### src/pbc_pkg.sv
package pbc_pkg;
    localparam int PORT_W = 8;
    localparam int MASK_W = 3;
    localparam int PB_SS   = 0;
    localparam int PB_SCK  = 1;
    localparam int PB_MOSI = 2;
    localparam int PB_MISO = 3;
    localparam int PB_TMR2_CMP_A = 4;
    localparam int PB_TMR1_CMP_A = 5;
    localparam int PB_TMR1_CMP_B = 6;
    localparam int PB_TMR01_CMP  = 7;
    localparam int PC_TMR3_CLK   = 3;
    localparam int PC_TMR3_CMP_C = 4;
    localparam int PC_TMR3_CMP_B = 5;
    localparam int PC_TMR3_CMP_A = 6;
    localparam int PC_TMR3_CAP   = 7;
    // Per-pin high-address mask thresholds, port C bit 0 in the lowest slot.
    localparam logic [MASK_W-1:0] PC_THRESH [PORT_W] = '{
        3'h7, 3'h7, 3'h6, 3'h5, 3'h4, 3'h3, 3'h2, 3'h1
    };
endpackage : pbc_pkg

### src/pbc_override.sv
`timescale 1ns/100ps
module pbc_override
    import pbc_pkg::*;
(
    // Clock and reset
    input  wire logic              clk,
    input  wire logic              rst_b,
    // Port B registers and pins
    input  wire logic [PORT_W-1:0] portb_dir,
    input  wire logic [PORT_W-1:0] portb_out,
    input  wire logic [PORT_W-1:0] portb_pin_in,
    output logic      [PORT_W-1:0] portb_pin_out,
    output logic      [PORT_W-1:0] portb_pin_oe,
    output logic      [PORT_W-1:0] portb_pullup,
    // Port C registers and pins
    input  wire logic [PORT_W-1:0] portc_dir,
    input  wire logic [PORT_W-1:0] portc_out,
    input  wire logic [PORT_W-1:0] portc_pin_in,
    output logic      [PORT_W-1:0] portc_pin_out,
    output logic      [PORT_W-1:0] portc_pin_oe,
    output logic      [PORT_W-1:0] portc_pullup,
    // Global controls
    input  wire logic              global_pullup_disable,
    input  wire logic              pin_change_group_enable,
    // Timer compare outputs and enables
    input  wire logic              timer0_compare_a_out,
    input  wire logic              timer1_compare_a_out,
    input  wire logic              timer1_compare_b_out,
    input  wire logic              timer1_compare_c_out,
    input  wire logic              timer2_compare_a_out,
    input  wire logic              timer3_compare_a_out,
    input  wire logic              timer3_compare_b_out,
    input  wire logic              timer3_compare_c_out,
    input  wire logic [PORT_W-1:0] compare_enable,
    // SPI
    input  wire logic              spi_enable_bit,
    input  wire logic              spi_master_select,
    input  wire logic              spi_master_out,
    input  wire logic              spi_slave_out,
    input  wire logic              spi_sck_out,
    output logic                   spi_master_in,
    output logic                   spi_slave_in,
    output logic                   spi_sck_in,
    output logic                   spi_slave_active,
    // Serial programming
    input  wire logic              prog_mode,
    input  wire logic              prog_data_out,
    output logic                   prog_data_in,
    // Pin change
    output logic [PORT_W-1:0]      pin_change_source,
    // External memory
    input  wire logic              ext_mem_enable,
    input  wire logic [MASK_W-1:0] ext_mem_high_addr_mask,
    input  wire logic [PORT_W-1:0] ext_mem_addr_high,
    // Timer 3 and clock output
    input  wire logic              divided_sysclk_en,
    input  wire logic              divided_sysclk_out,
    output logic                   timer3_capture_in,
    output logic                   timer3_clock_in
);

    // Synchroniser stages.
    logic [PORT_W-1:0] pb_s1_r;
    logic [PORT_W-1:0] pb_s2_r;
    logic [PORT_W-1:0] pc_s1_r;
    logic [PORT_W-1:0] pc_s2_r;
    logic [PORT_W-1:0] pb_s1_nxt;
    logic [PORT_W-1:0] pb_s2_nxt;
    logic [PORT_W-1:0] pc_s1_nxt;
    logic [PORT_W-1:0] pc_s2_nxt;
    // Port B pad controls.
    logic [PORT_W-1:0] pb_out_nxt;
    logic [PORT_W-1:0] pb_oe_nxt;
    logic [PORT_W-1:0] pb_pu_nxt;
    logic [PORT_W-1:0] pb_alt_val;
    // Port C pad controls.
    logic [PORT_W-1:0] pc_out_nxt;
    logic [PORT_W-1:0] pc_oe_nxt;
    logic [PORT_W-1:0] pc_pu_nxt;
    logic [PORT_W-1:0] pc_addr;
    // Values taken from the pins for the peripherals.
    logic [PORT_W-1:0] pin_change_nxt;
    logic              spi_master_in_nxt;
    logic              spi_slave_in_nxt;
    logic              spi_sck_in_nxt;
    logic              spi_slave_active_nxt;
    logic              prog_data_in_nxt;
    logic              capture_in_nxt;
    logic              clock_in_nxt;
    // SPI modes.
    logic              spi_m;
    logic              spi_s;

    // Pull-up of a pin left to its port registers.
    function automatic logic [PORT_W-1:0] reg_pullup(
        input logic [PORT_W-1:0] out_bits,
        input logic [PORT_W-1:0] dir_bits,
        input logic              disable_all
    );
        reg_pullup = out_bits & ~dir_bits & {PORT_W{~disable_all}};
    endfunction : reg_pullup

    // Pull-up of a pin that an alternate function forces to input.
    function automatic logic forced_pullup(
        input logic out_bit,
        input logic disable_all
    );
        forced_pullup = out_bit & ~disable_all;
    endfunction : forced_pullup

    // Which SPI pins the current mode forces to input.
    function automatic logic spi_forces_input(
        input int   pin,
        input logic master,
        input logic slave
    );
        if (pin == PB_MISO) begin
            spi_forces_input = master;
        end else begin
            spi_forces_input = slave;
        end
    endfunction : spi_forces_input

    // Port B synchroniser; only the second stage feeds logic.
    always_comb begin
        pb_s1_nxt = portb_pin_in;
        pb_s2_nxt = pb_s1_r;
    end

    always_ff @(posedge clk or negedge rst_b) begin
        if (!rst_b) begin
            pb_s1_r <= '0;
            pb_s2_r <= '0;
        end else begin
            pb_s1_r <= pb_s1_nxt;
            pb_s2_r <= pb_s2_nxt;
        end
    end

    // Port C synchroniser; only the second stage feeds logic.
    always_comb begin
        pc_s1_nxt = portc_pin_in;
        pc_s2_nxt = pc_s1_r;
    end

    always_ff @(posedge clk or negedge rst_b) begin
        if (!rst_b) begin
            pc_s1_r <= '0;
            pc_s2_r <= '0;
        end else begin
            pc_s1_r <= pc_s1_nxt;
            pc_s2_r <= pc_s2_nxt;
        end
    end

    assign spi_m = spi_enable_bit & spi_master_select;
    assign spi_s = spi_enable_bit & ~spi_master_select;

    // Port C pins used for addresses.
    for (genvar i = 0; i < PORT_W; i++) begin : g_addr
        assign pc_addr[i] = ext_mem_enable & (ext_mem_high_addr_mask < PC_THRESH[i]);
    end

    // Port B: register values, then compare, SPI and programming overrides.
    always_comb begin
        pb_alt_val                = portb_out;
        pb_alt_val[PB_TMR01_CMP]  = timer0_compare_a_out | timer1_compare_c_out;
        pb_alt_val[PB_TMR1_CMP_B] = timer1_compare_b_out;
        pb_alt_val[PB_TMR1_CMP_A] = timer1_compare_a_out;
        pb_alt_val[PB_TMR2_CMP_A] = timer2_compare_a_out;

        pb_out_nxt = portb_out;
        pb_oe_nxt  = portb_dir;
        pb_pu_nxt  = reg_pullup(portb_out, portb_dir, global_pullup_disable);

        for (int i = PB_TMR2_CMP_A; i < PORT_W; i++) begin
            if (compare_enable[i]) begin
                pb_out_nxt[i] = pb_alt_val[i];
            end
        end

        for (int i = PB_SS; i <= PB_MISO; i++) begin
            if (spi_forces_input(i, spi_m, spi_s)) begin
                pb_oe_nxt[i] = 1'b0;
                pb_pu_nxt[i] = forced_pullup(portb_out[i], global_pullup_disable);
            end
        end

        if (spi_m) begin
            pb_out_nxt[PB_MOSI] = spi_master_out;
            pb_out_nxt[PB_SCK]  = spi_sck_out;
        end
        if (spi_s) begin
            pb_out_nxt[PB_MISO] = spi_slave_out;
        end

        if (prog_mode) begin
            pb_out_nxt[PB_MISO] = prog_data_out;
            pb_oe_nxt[PB_MISO]  = 1'b1;
            pb_oe_nxt[PB_MOSI]  = 1'b0;
        end
    end

    always_ff @(posedge clk or negedge rst_b) begin
        if (!rst_b) begin
            portb_pin_out <= '0;
            portb_pin_oe  <= '0;
            portb_pullup  <= '0;
        end else begin
            portb_pin_out <= pb_out_nxt;
            portb_pin_oe  <= pb_oe_nxt;
            portb_pullup  <= pb_pu_nxt;
        end
    end

    // Port C: register values, then timer 3 and clock output, then addresses.
    always_comb begin
        pc_out_nxt = portc_out;
        pc_oe_nxt  = portc_dir;
        pc_pu_nxt  = reg_pullup(portc_out, portc_dir, global_pullup_disable);

        if (divided_sysclk_en) begin
            pc_out_nxt[PC_TMR3_CAP] = divided_sysclk_out;
            pc_oe_nxt[PC_TMR3_CAP]  = 1'b1;
        end

        if (compare_enable[PC_TMR3_CMP_C]) begin
            pc_out_nxt[PC_TMR3_CMP_C] = timer3_compare_c_out;
        end

        if (compare_enable[PC_TMR3_CMP_B]) begin
            pc_out_nxt[PC_TMR3_CMP_B] = timer3_compare_b_out;
        end

        if (compare_enable[PC_TMR3_CMP_A]) begin
            pc_out_nxt[PC_TMR3_CMP_A] = timer3_compare_a_out;
        end

        for (int i = 0; i < PORT_W; i++) begin
            if (pc_addr[i]) begin
                pc_out_nxt[i] = ext_mem_addr_high[i];
                pc_oe_nxt[i]  = 1'b1;
                pc_pu_nxt[i]  = 1'b0;
            end
        end
    end

    always_ff @(posedge clk or negedge rst_b) begin
        if (!rst_b) begin
            portc_pin_out <= '0;
            portc_pin_oe  <= '0;
            portc_pullup  <= '0;
        end else begin
            portc_pin_out <= pc_out_nxt;
            portc_pin_oe  <= pc_oe_nxt;
            portc_pullup  <= pc_pu_nxt;
        end
    end

    // Port B pin values handed to the peripherals.
    always_comb begin
        pin_change_nxt       = pb_s2_r & {PORT_W{pin_change_group_enable}};

        spi_master_in_nxt    = pb_s2_r[PB_MISO];
        spi_slave_in_nxt     = pb_s2_r[PB_MOSI];
        spi_sck_in_nxt       = pb_s2_r[PB_SCK];
        spi_slave_active_nxt = spi_s & ~pb_s2_r[PB_SS];

        prog_data_in_nxt     = pb_s2_r[PB_MOSI];
    end

    always_ff @(posedge clk or negedge rst_b) begin
        if (!rst_b) begin
            pin_change_source <= '0;
            spi_master_in     <= 1'b0;
            spi_slave_in      <= 1'b0;
            spi_sck_in        <= 1'b0;
            spi_slave_active  <= 1'b0;
            prog_data_in      <= 1'b0;
        end else begin
            pin_change_source <= pin_change_nxt;
            spi_master_in     <= spi_master_in_nxt;
            spi_slave_in      <= spi_slave_in_nxt;
            spi_sck_in        <= spi_sck_in_nxt;
            spi_slave_active  <= spi_slave_active_nxt;
            prog_data_in      <= prog_data_in_nxt;
        end
    end

    // Port C pin values handed to timer 3.
    always_comb begin
        capture_in_nxt = pc_s2_r[PC_TMR3_CAP];
        clock_in_nxt   = pc_s2_r[PC_TMR3_CLK];
    end

    always_ff @(posedge clk or negedge rst_b) begin
        if (!rst_b) begin
            timer3_capture_in <= 1'b0;
            timer3_clock_in   <= 1'b0;
        end else begin
            timer3_capture_in <= capture_in_nxt;
            timer3_clock_in   <= clock_in_nxt;
        end
    end

endmodule : pbc_override

### config.mk
export PLATFORM = sky130hd
export DESIGN_NAME = pbc_override
export DESIGN_NICKNAME = d
export VERILOG_FILES = /design/src/pbc_pkg.sv /design/src/pbc_override.sv
export SDC_FILE = /design/constraint.sdc
export NUM_CORES = 1
export LEC_CHECK = 0
export ABC_AREA = 1
export BUFFER_PORTS_ARGS = -buffer_cell sky130_fd_sc_hd__buf_2
export CAP_MARGIN = 10
export CORE_MARGIN = 10
export CORE_UTILIZATION = 39
export CTS_CLUSTER_SIZE = 10
export DETAILED_ROUTE_END_ITERATION = 7
export PLACE_DENSITY = 0.72
export SETUP_SLACK_MARGIN = 0.4
export SLEW_MARGIN = 20
export SYNTH_ARGS = -nofsm -noshare
export SYNTH_HDL_FRONTEND = slang
export SYNTH_SLANG_ARGS = --single-unit
### constraint.sdc
create_clock -name clk -period 0.8 [get_ports clk]
set_clock_uncertainty 0.2 [all_clocks]
set_input_delay 0.16 -clock clk [delete_from_list [all_inputs] [get_ports clk]]
set_output_delay 0.16 -clock clk [all_outputs]
set_load 0.03 [all_outputs]
==> run_results.csv, run 1 <==
group,metric,value,unit
worst_setup_path,r2r_setup_slack,0.02,ns
floorplanning,die_w,103,um
detailed_routing,drt-wirelength-per-cell,16.8,um
finish,final_nets,497,
sta,period_share,158,%
job,cap_violations,0,
pwr,clockPowerShare,32.2,%
detailed_routing,num_vias,2225,
grt,grt_usage,15.8,%
cts,cts_tree,"done",
worst_setup_path,max_stage_delay,0.42,ns
cts,clock_latency,0.34,ns
worst_setup_path,critPathBufInv,1,
sta,tns,-27.96,ns
detailed_routing,route.detailed.drc,0,
sta,finalSetupViolCount,63,
yosys,ys_warn_count,0,
yosys,ys_types,14,
sta,finalHoldViolCount,149,
cts,cts_max_level,3,
finish,design_area,4980,um^2
pwr,ir_worst_vdd,811,uV
floorplanning,core,6760,um^2
pwr,leakagePower,2.47,nW
pwr,switching_share,28.4,%
sta,relSlewSlack,85.9,%
pwr,pwr-share-seq,47.9,%
place,io_buffers,141,
pwr,intPower,6.74,mW
cts,cts_buffers,9,
floorplanning,dieHeight,103,um
detailed_routing,vias_per_cell,4.51,
sta,min_period,1.26,ns
finish,area_growth,85.0,%
sta,setup_ws,-0.463,ns
cts,cts.sink_count,82,
worst_setup_path,path_cells,"buf_6",
floorplanning,start_util,39.9,%
place,place_inst,470,
yosys,postSynthCellCount,239,
worst_setup_path,reg2reg_depth,2,
yosys,syn_avg_cell_area,11.3,um^2
worst_setup_path,critical-path-top-delay-family,"flip-flops",
grt,first_global_vias,2452,
grt,grt_max_degree,34,
yosys,syn-num-nets,328,
place,dp_hpwl,5.85,mm
worst_setup_path,crit_arrival,0.90,ns
detailed_routing,drt-total-wl,8.30,mm
yosys,yosysSeqAreaShare,76.2,%
cts,cts.clk_slew.worst_paths,0.09,ns
pwr,pwr_density_cell,1890,nW/um^2
yosys,synth_seq_cells,82,
place,routabilityCongestion,0.813,
cts,cts_root_buf,"clkbuf_8",
detailed_routing,dr.pass1.iters,4,
run_status,status,"finished with violations",
worst_setup_path,crit_path_start_kind,"register",
finish,drive_above_1_share,75.3,%
cts,max-clock-path-buffers,2,
finish,stdcell_count,493,
detailed_routing,antenna_left,0,
sta,tightest_slew,0.210,ns
grt,grt_first_pass_wirelength,12.5,mm
hold_path,min_path_type,"in -> async",
place,place_ws,-0.333,ns
sta,max_freq,0.792,GHz
worst_setup_path,slowest_stage,"dfrtp_2",
pwr,p_sw,2.68,mW
sta,drv_slew,0,
floorplanning,ios,152,
worst_setup_path,cp_max_fo,2,
worst_setup_path,path_class,"reg -> out",
worst_setup_path,r2r-start,"pb_s2_r[1]",
detailed_routing,drt-initial-drc-count,23,
floorplanning,die-area,10600,um^2
pwr,comb_power_share,19.9,%
finish,diodes,0,
grt,antenna_found_initial,0,
yosys,synth_area,2690,um^2
finish,fillerInstances,420,
place,place_area,3930,um^2
sta,rsz0062_at_grt,"true",
worst_setup_path,critPathCaptureType,"primary output",
worst_setup_path,crit_required,0.44,ns
worst_setup_path,r2r-end,"pin_change_source[1]",
run_status,violations,"negative hold slack, negative setup slack",
pwr,power,9.42,mW
grt,grt_overflow,0,
sta,hold_ws,-0.562,ns
floorplanning,rows,30,
## state kept, by name, summed over array words and instances, names as in the netlist
register / count
pb_s1_r: 8
portb_pullup: 8
spi_sck_in: 1
timer3_clock_in: 1
spi_master_in: 1
portb_pin_oe: 8
portc_pin_oe: 8
spi_slave_active: 1
pc_s2_r: 2
prog_data_in: 1
pc_s1_r: 2
portc_pullup: 8
timer3_capture_in: 1
portc_pin_out: 8
portb_pin_out: 8
pin_change_source: 8
pb_s2_r: 8
## layout by cell type (no fill, tap or decap), types with 2 or more instances in the layout
| cell | count |
|---|---|
| inv_2 | 2 |
| clkbuf_8 | 9 |
| buf_8 | 7 |
| nand2_8 | 6 |
| o21ai_0 | 3 |
| inv_6 | 5 |
| buf_12 | 9 |
| nor3_2 | 5 |
| dfrtp_1 | 20 |
| buf_6 | 74 |
| a21oi_2 | 2 |
| nand2_2 | 18 |
| dfrtp_2 | 62 |
| buf_2 | 65 |
| nand2_1 | 34 |
| nor2_4 | 4 |
| o21ai_1 | 5 |
| inv_1 | 26 |
| clkinv_4 | 2 |
| nand3_2 | 6 |
| nand2_4 | 11 |
| nand3_1 | 4 |
| clkinvlp_4 | 2 |
| nor2_2 | 3 |
| nor2_1 | 10 |
| o21ai_2 | 3 |
| buf_4 | 5 |
| inv_4 | 3 |
| nand3_4 | 3 |
## routing by layer
layer | global-route usage [%] | vias to the layer above | part of all wire [%]
met5 | 0 | - | 0
met4 | 6.31 | 0 | 1.8
met3 | 4.42 | 11 | 5.9
met2 | 29.5 | 76 | 58
met1 | 16.0 | 1070 | 34
li1 | - | 1068 | -
## power groups by stage
stage,combinational (mW),clock [mW],sequential [mW]
floorplan,0.322,0,4.94
global placement,1.37,0,4.54
detailed placement,1.39,0,4.54
CTS,1.77,3.12,4.51
global route,2.00,3.30,4.54
finish,1.87,3.04,4.51
## area by class of cell
cell class | count | area (um^2) | area share [%]
Sequential cell | 82 | 2130 | 42.8
Timing Repair Buffer | 160 | 1480 | 29.7
Multi-Input combinational cell | 117 | 852 | 17.1
Inverter | 37 | 203 | 4.07
Clock buffer | 9 | 124 | 2.49
Tap cell | 80 | 100 | 2.01
Clock inverter | 7 | 82.6 | 1.66
Timing Repair inverter | 1 | 8.76 | 0.176
## worst max-delay path by stage
stage                                         start              end  slack (ns)  depth (start not counted)
final                                  prog_data_in     prog_data_in       -0.46                          1
after global routing                   prog_data_in     prog_data_in       -0.51                          1
after detailed placement  ext_mem_high_addr_mask[2]  portc_pullup[6]       -0.33                          5
after floorplan                        prog_data_in     spi_slave_in       -0.18                          1
after global placement    ext_mem_high_addr_mask[2]  portc_pullup[6]       -0.30                          5
after CTS                              prog_data_in     prog_data_in       -0.49                          1
## per-stage QoR
stage	utilization, %	hold slack [ns]
4_1_cts	71.1	-0.575
3_3_place_gp	58.2	-0.195
2_1_floorplan	-	-0.336
6_report	73.7	-0.562
3_5_place_dp	58.2	-0.193
5_1_grt	73.7	-0.575
## kinds of logic (layout without fill, tap and decap cells)
family,count (synthesis),count (layout),synth area share (%)
and+or+nand+nor,104,104,15.6
AOI/OAI and AO/OA,13,13,2.42
DFF,82,82,76.2
buffers and inverters,40,214,5.76
## cell usage after synthesis, drive strengths merged
cell type  count  share of area, %
dfrtp         82                76
nand2         69               9.6
inv           36               5.0
nor2          17               2.6
nand3         13               2.4
o21ai         11               2.0
nor3           5              0.93
a21oi          2              0.37
buf            2              0.46
clkbuf         1              0.14
clkinv         1              0.14
## repair_timing
item / in CTS / in global routing
endpoints found under the hold margin: 149 / 149
cloned: 1 / 0
setup endpoints to repair: 129 / 129
setup buffers: 3 / 3
resized for setup: 188 / 40
pin swaps: 27 / 17
No activity file was read; power rests on OpenSTA's default activity.
==> run 2, diff against run 1 <==
REMOVE_ABC_BUFFERS = 1   (was unset)
==> run_results.csv, run 2 (synthesized netlist as in run 1, its figures left out) <==
group,metric,value,unit
finish,final_core_util,72.7,%
cts,cts_root_buf,"clkbuf_8",
detailed_routing,antenna_left,0,
grt,grt_first_pass_wirelength,13.0,mm
place,io_buffers,141,
sta,min_period,1.25,ns
sta,max_freq,0.799,GHz
worst_setup_path,path_cells,"buf_6",
finish,design_area,4910,um^2
floorplanning,die-area,10600,um^2
worst_setup_path,r2r-end,"pin_change_source[6]",
pwr,pwr_density_cell,1840,nW/um^2
floorplanning,die_w,103,um
worst_setup_path,r2r-start,"pb_s2_r[6]",
place,place_ws,-0.295,ns
worst_setup_path,reg2reg_depth,2,
grt,antenna_found_initial,0,
worst_setup_path,critPathCaptureType,"primary output",
sta,rsz0062_at_grt,"true",
cts,max-clock-path-buffers,2,
pwr,switching_share,28.7,%
cts,cts_max_level,3,
grt,grt_overflow,0,
detailed_routing,dr.pass1.iters,4,
worst_setup_path,cp_max_fo,1,
finish,area_growth,82.4,%
worst_setup_path,crit_arrival,0.89,ns
floorplanning,dieHeight,103,um
worst_setup_path,crit_cells,1,
sta,tightest_slew,0.264,ns
grt,first_global_vias,2522,
sta,relSlewSlack,82.3,%
sta,finalSetupViolCount,63,
worst_setup_path,critical-path-top-delay-family,"flip-flops",
finish,final_common_cell,"dfrtp_1",
floorplanning,rows,30,
detailed_routing,route.detailed.drc,0,
cts,cts_buffers,9,
cts,cts.clk_slew.worst_paths,0.08,ns
worst_setup_path,crit_required,0.44,ns
finish,layout_common_cells,"dfrtp_1 (82), buf_6 (75), buf_2 (68)",
place,place_inst,471,
sta,hold_ws,-0.434,ns
worst_setup_path,path_class,"reg -> out",
floorplanning,ios,152,
floorplanning,start_util,39.9,%
cts,cts_tree,"done",
pwr,intPower,6.45,mW
grt,grt_max_degree,49,
detailed_routing,drt-wirelength-per-cell,17.8,um
finish,diodes,0,
grt,grt_usage,16.4,%
place,place_area,3630,um^2
run_status,violations,"negative hold slack, negative setup slack",
pwr,leakagePower,2.52,nW
pwr,pwr-share-seq,49.5,%
worst_setup_path,slowest_stage,"dfrtp_1",
detailed_routing,vias_per_cell,4.60,
sta,period_share,156,%
finish,stdcell_count,497,
sta,tns,-26.57,ns
worst_setup_path,r2r_setup_slack,0,ns
worst_setup_path,crit_path_start_kind,"register",
pwr,comb_power_share,21.3,%
job,cap_violations,0,
place,routabilityCongestion,0.806,
cts,cts.sink_count,82,
sta,finalHoldViolCount,148,
worst_setup_path,max_stage_delay,0.40,ns
place,dp_hpwl,5.68,mm
sta,setup_ws,-0.452,ns
finish,fillerInstances,419,
finish,final_nets,501,
pwr,ir_worst_vdd,893,uV
hold_path,min_path_type,"in -> async",
worst_setup_path,critPathBufInv,1,
detailed_routing,drt-initial-drc-count,49,
sta,drv_slew,0,
pwr,clockPowerShare,29.2,%
floorplanning,core,6760,um^2
detailed_routing,drt-total-wl,8.85,mm
finish,drive_above_1_share,60.9,%
pwr,p_sw,2.59,mW
cts,clock_latency,0.35,ns
run_status,status,"finished with violations",
detailed_routing,num_vias,2287,
-- run 2: cell count changes in the layout (fill, tap and decap cells not counted), moves of 3 or more --
cell and delta:
dfrtp_1 +62, dfrtp_2 -62, nor2_1 -4, buf_2 +3
buf_4 +3, buf_8 -3, clkinvlp_4 +3, inv_4 -3
nor2_2 +3
-- run 2: cell type report --
type / instances / area [um^2] / share of cell area (%)
clock buffers: 12 / 145 / 2.95
clock inverters: 4 / 27.5 / 0.560
inverters: 37 / 181 / 3.69
multi-input cells: 117 / 893 / 18.2
flip-flops and latches: 82 / 2050 / 41.8
well taps: 80 / 100 / 2.04
repair buffers: 165 / 1510 / 30.8
-- run 2: worst max path at each step --
stage / from / end / slack (ns)
2_1_floorplan: prog_data_in / prog_data_in / -0.21
3_3_place_gp: ext_mem_enable / portc_pullup[6] / -0.25
3_5_place_dp: ext_mem_high_addr_mask[1] / portc_pin_out[3] / -0.29
4_1_cts: prog_data_in / prog_data_in / -0.47
5_1_grt: portb_pullup[1] / portb_pullup[1] / -0.50
6_report: portb_pullup[1] / portb_pullup[1] / -0.45
-- run 2: layer usage --
metal / track usage, % / vias up / part of all wire [%]
met5: 0 / - / 0
met4: 5.56 / 0 / 1.4
met3: 7.84 / 11 / 10
met2: 28.5 / 104 / 52
met1: 17.1 / 1103 / 36
li1: - / 1069 / -
-- run 2: timing repair --
item,CTS,global route
setup endpoints to repair,128,130
cloned,1,0
buffers inserted,5,4
pin swaps,36,26
endpoints found under the hold margin,149,149
resized for setup,228,67
-- run 2: through the flow --
stage | power [mW] | hold WS [ns]
2_1_floorplan | 5.11 | -0.336
6_report | 9.04 | -0.434
4_1_cts | 8.91 | -0.441
3_5_place_dp | 5.77 | -0.0505
5_1_grt | 9.45 | -0.441
3_3_place_gp | 5.75 | -0.0596
-- run 2: power by group through the flow --
stage	Sequential, mW	Combinational (mW)	Clock (mW)
after global placement	4.50	1.25	0
after floorplan	4.91	0.204	0
after global routing	4.50	2.05	2.90
final	4.48	1.93	2.64
after CTS	4.48	1.72	2.71
after detailed placement	4.51	1.26	0
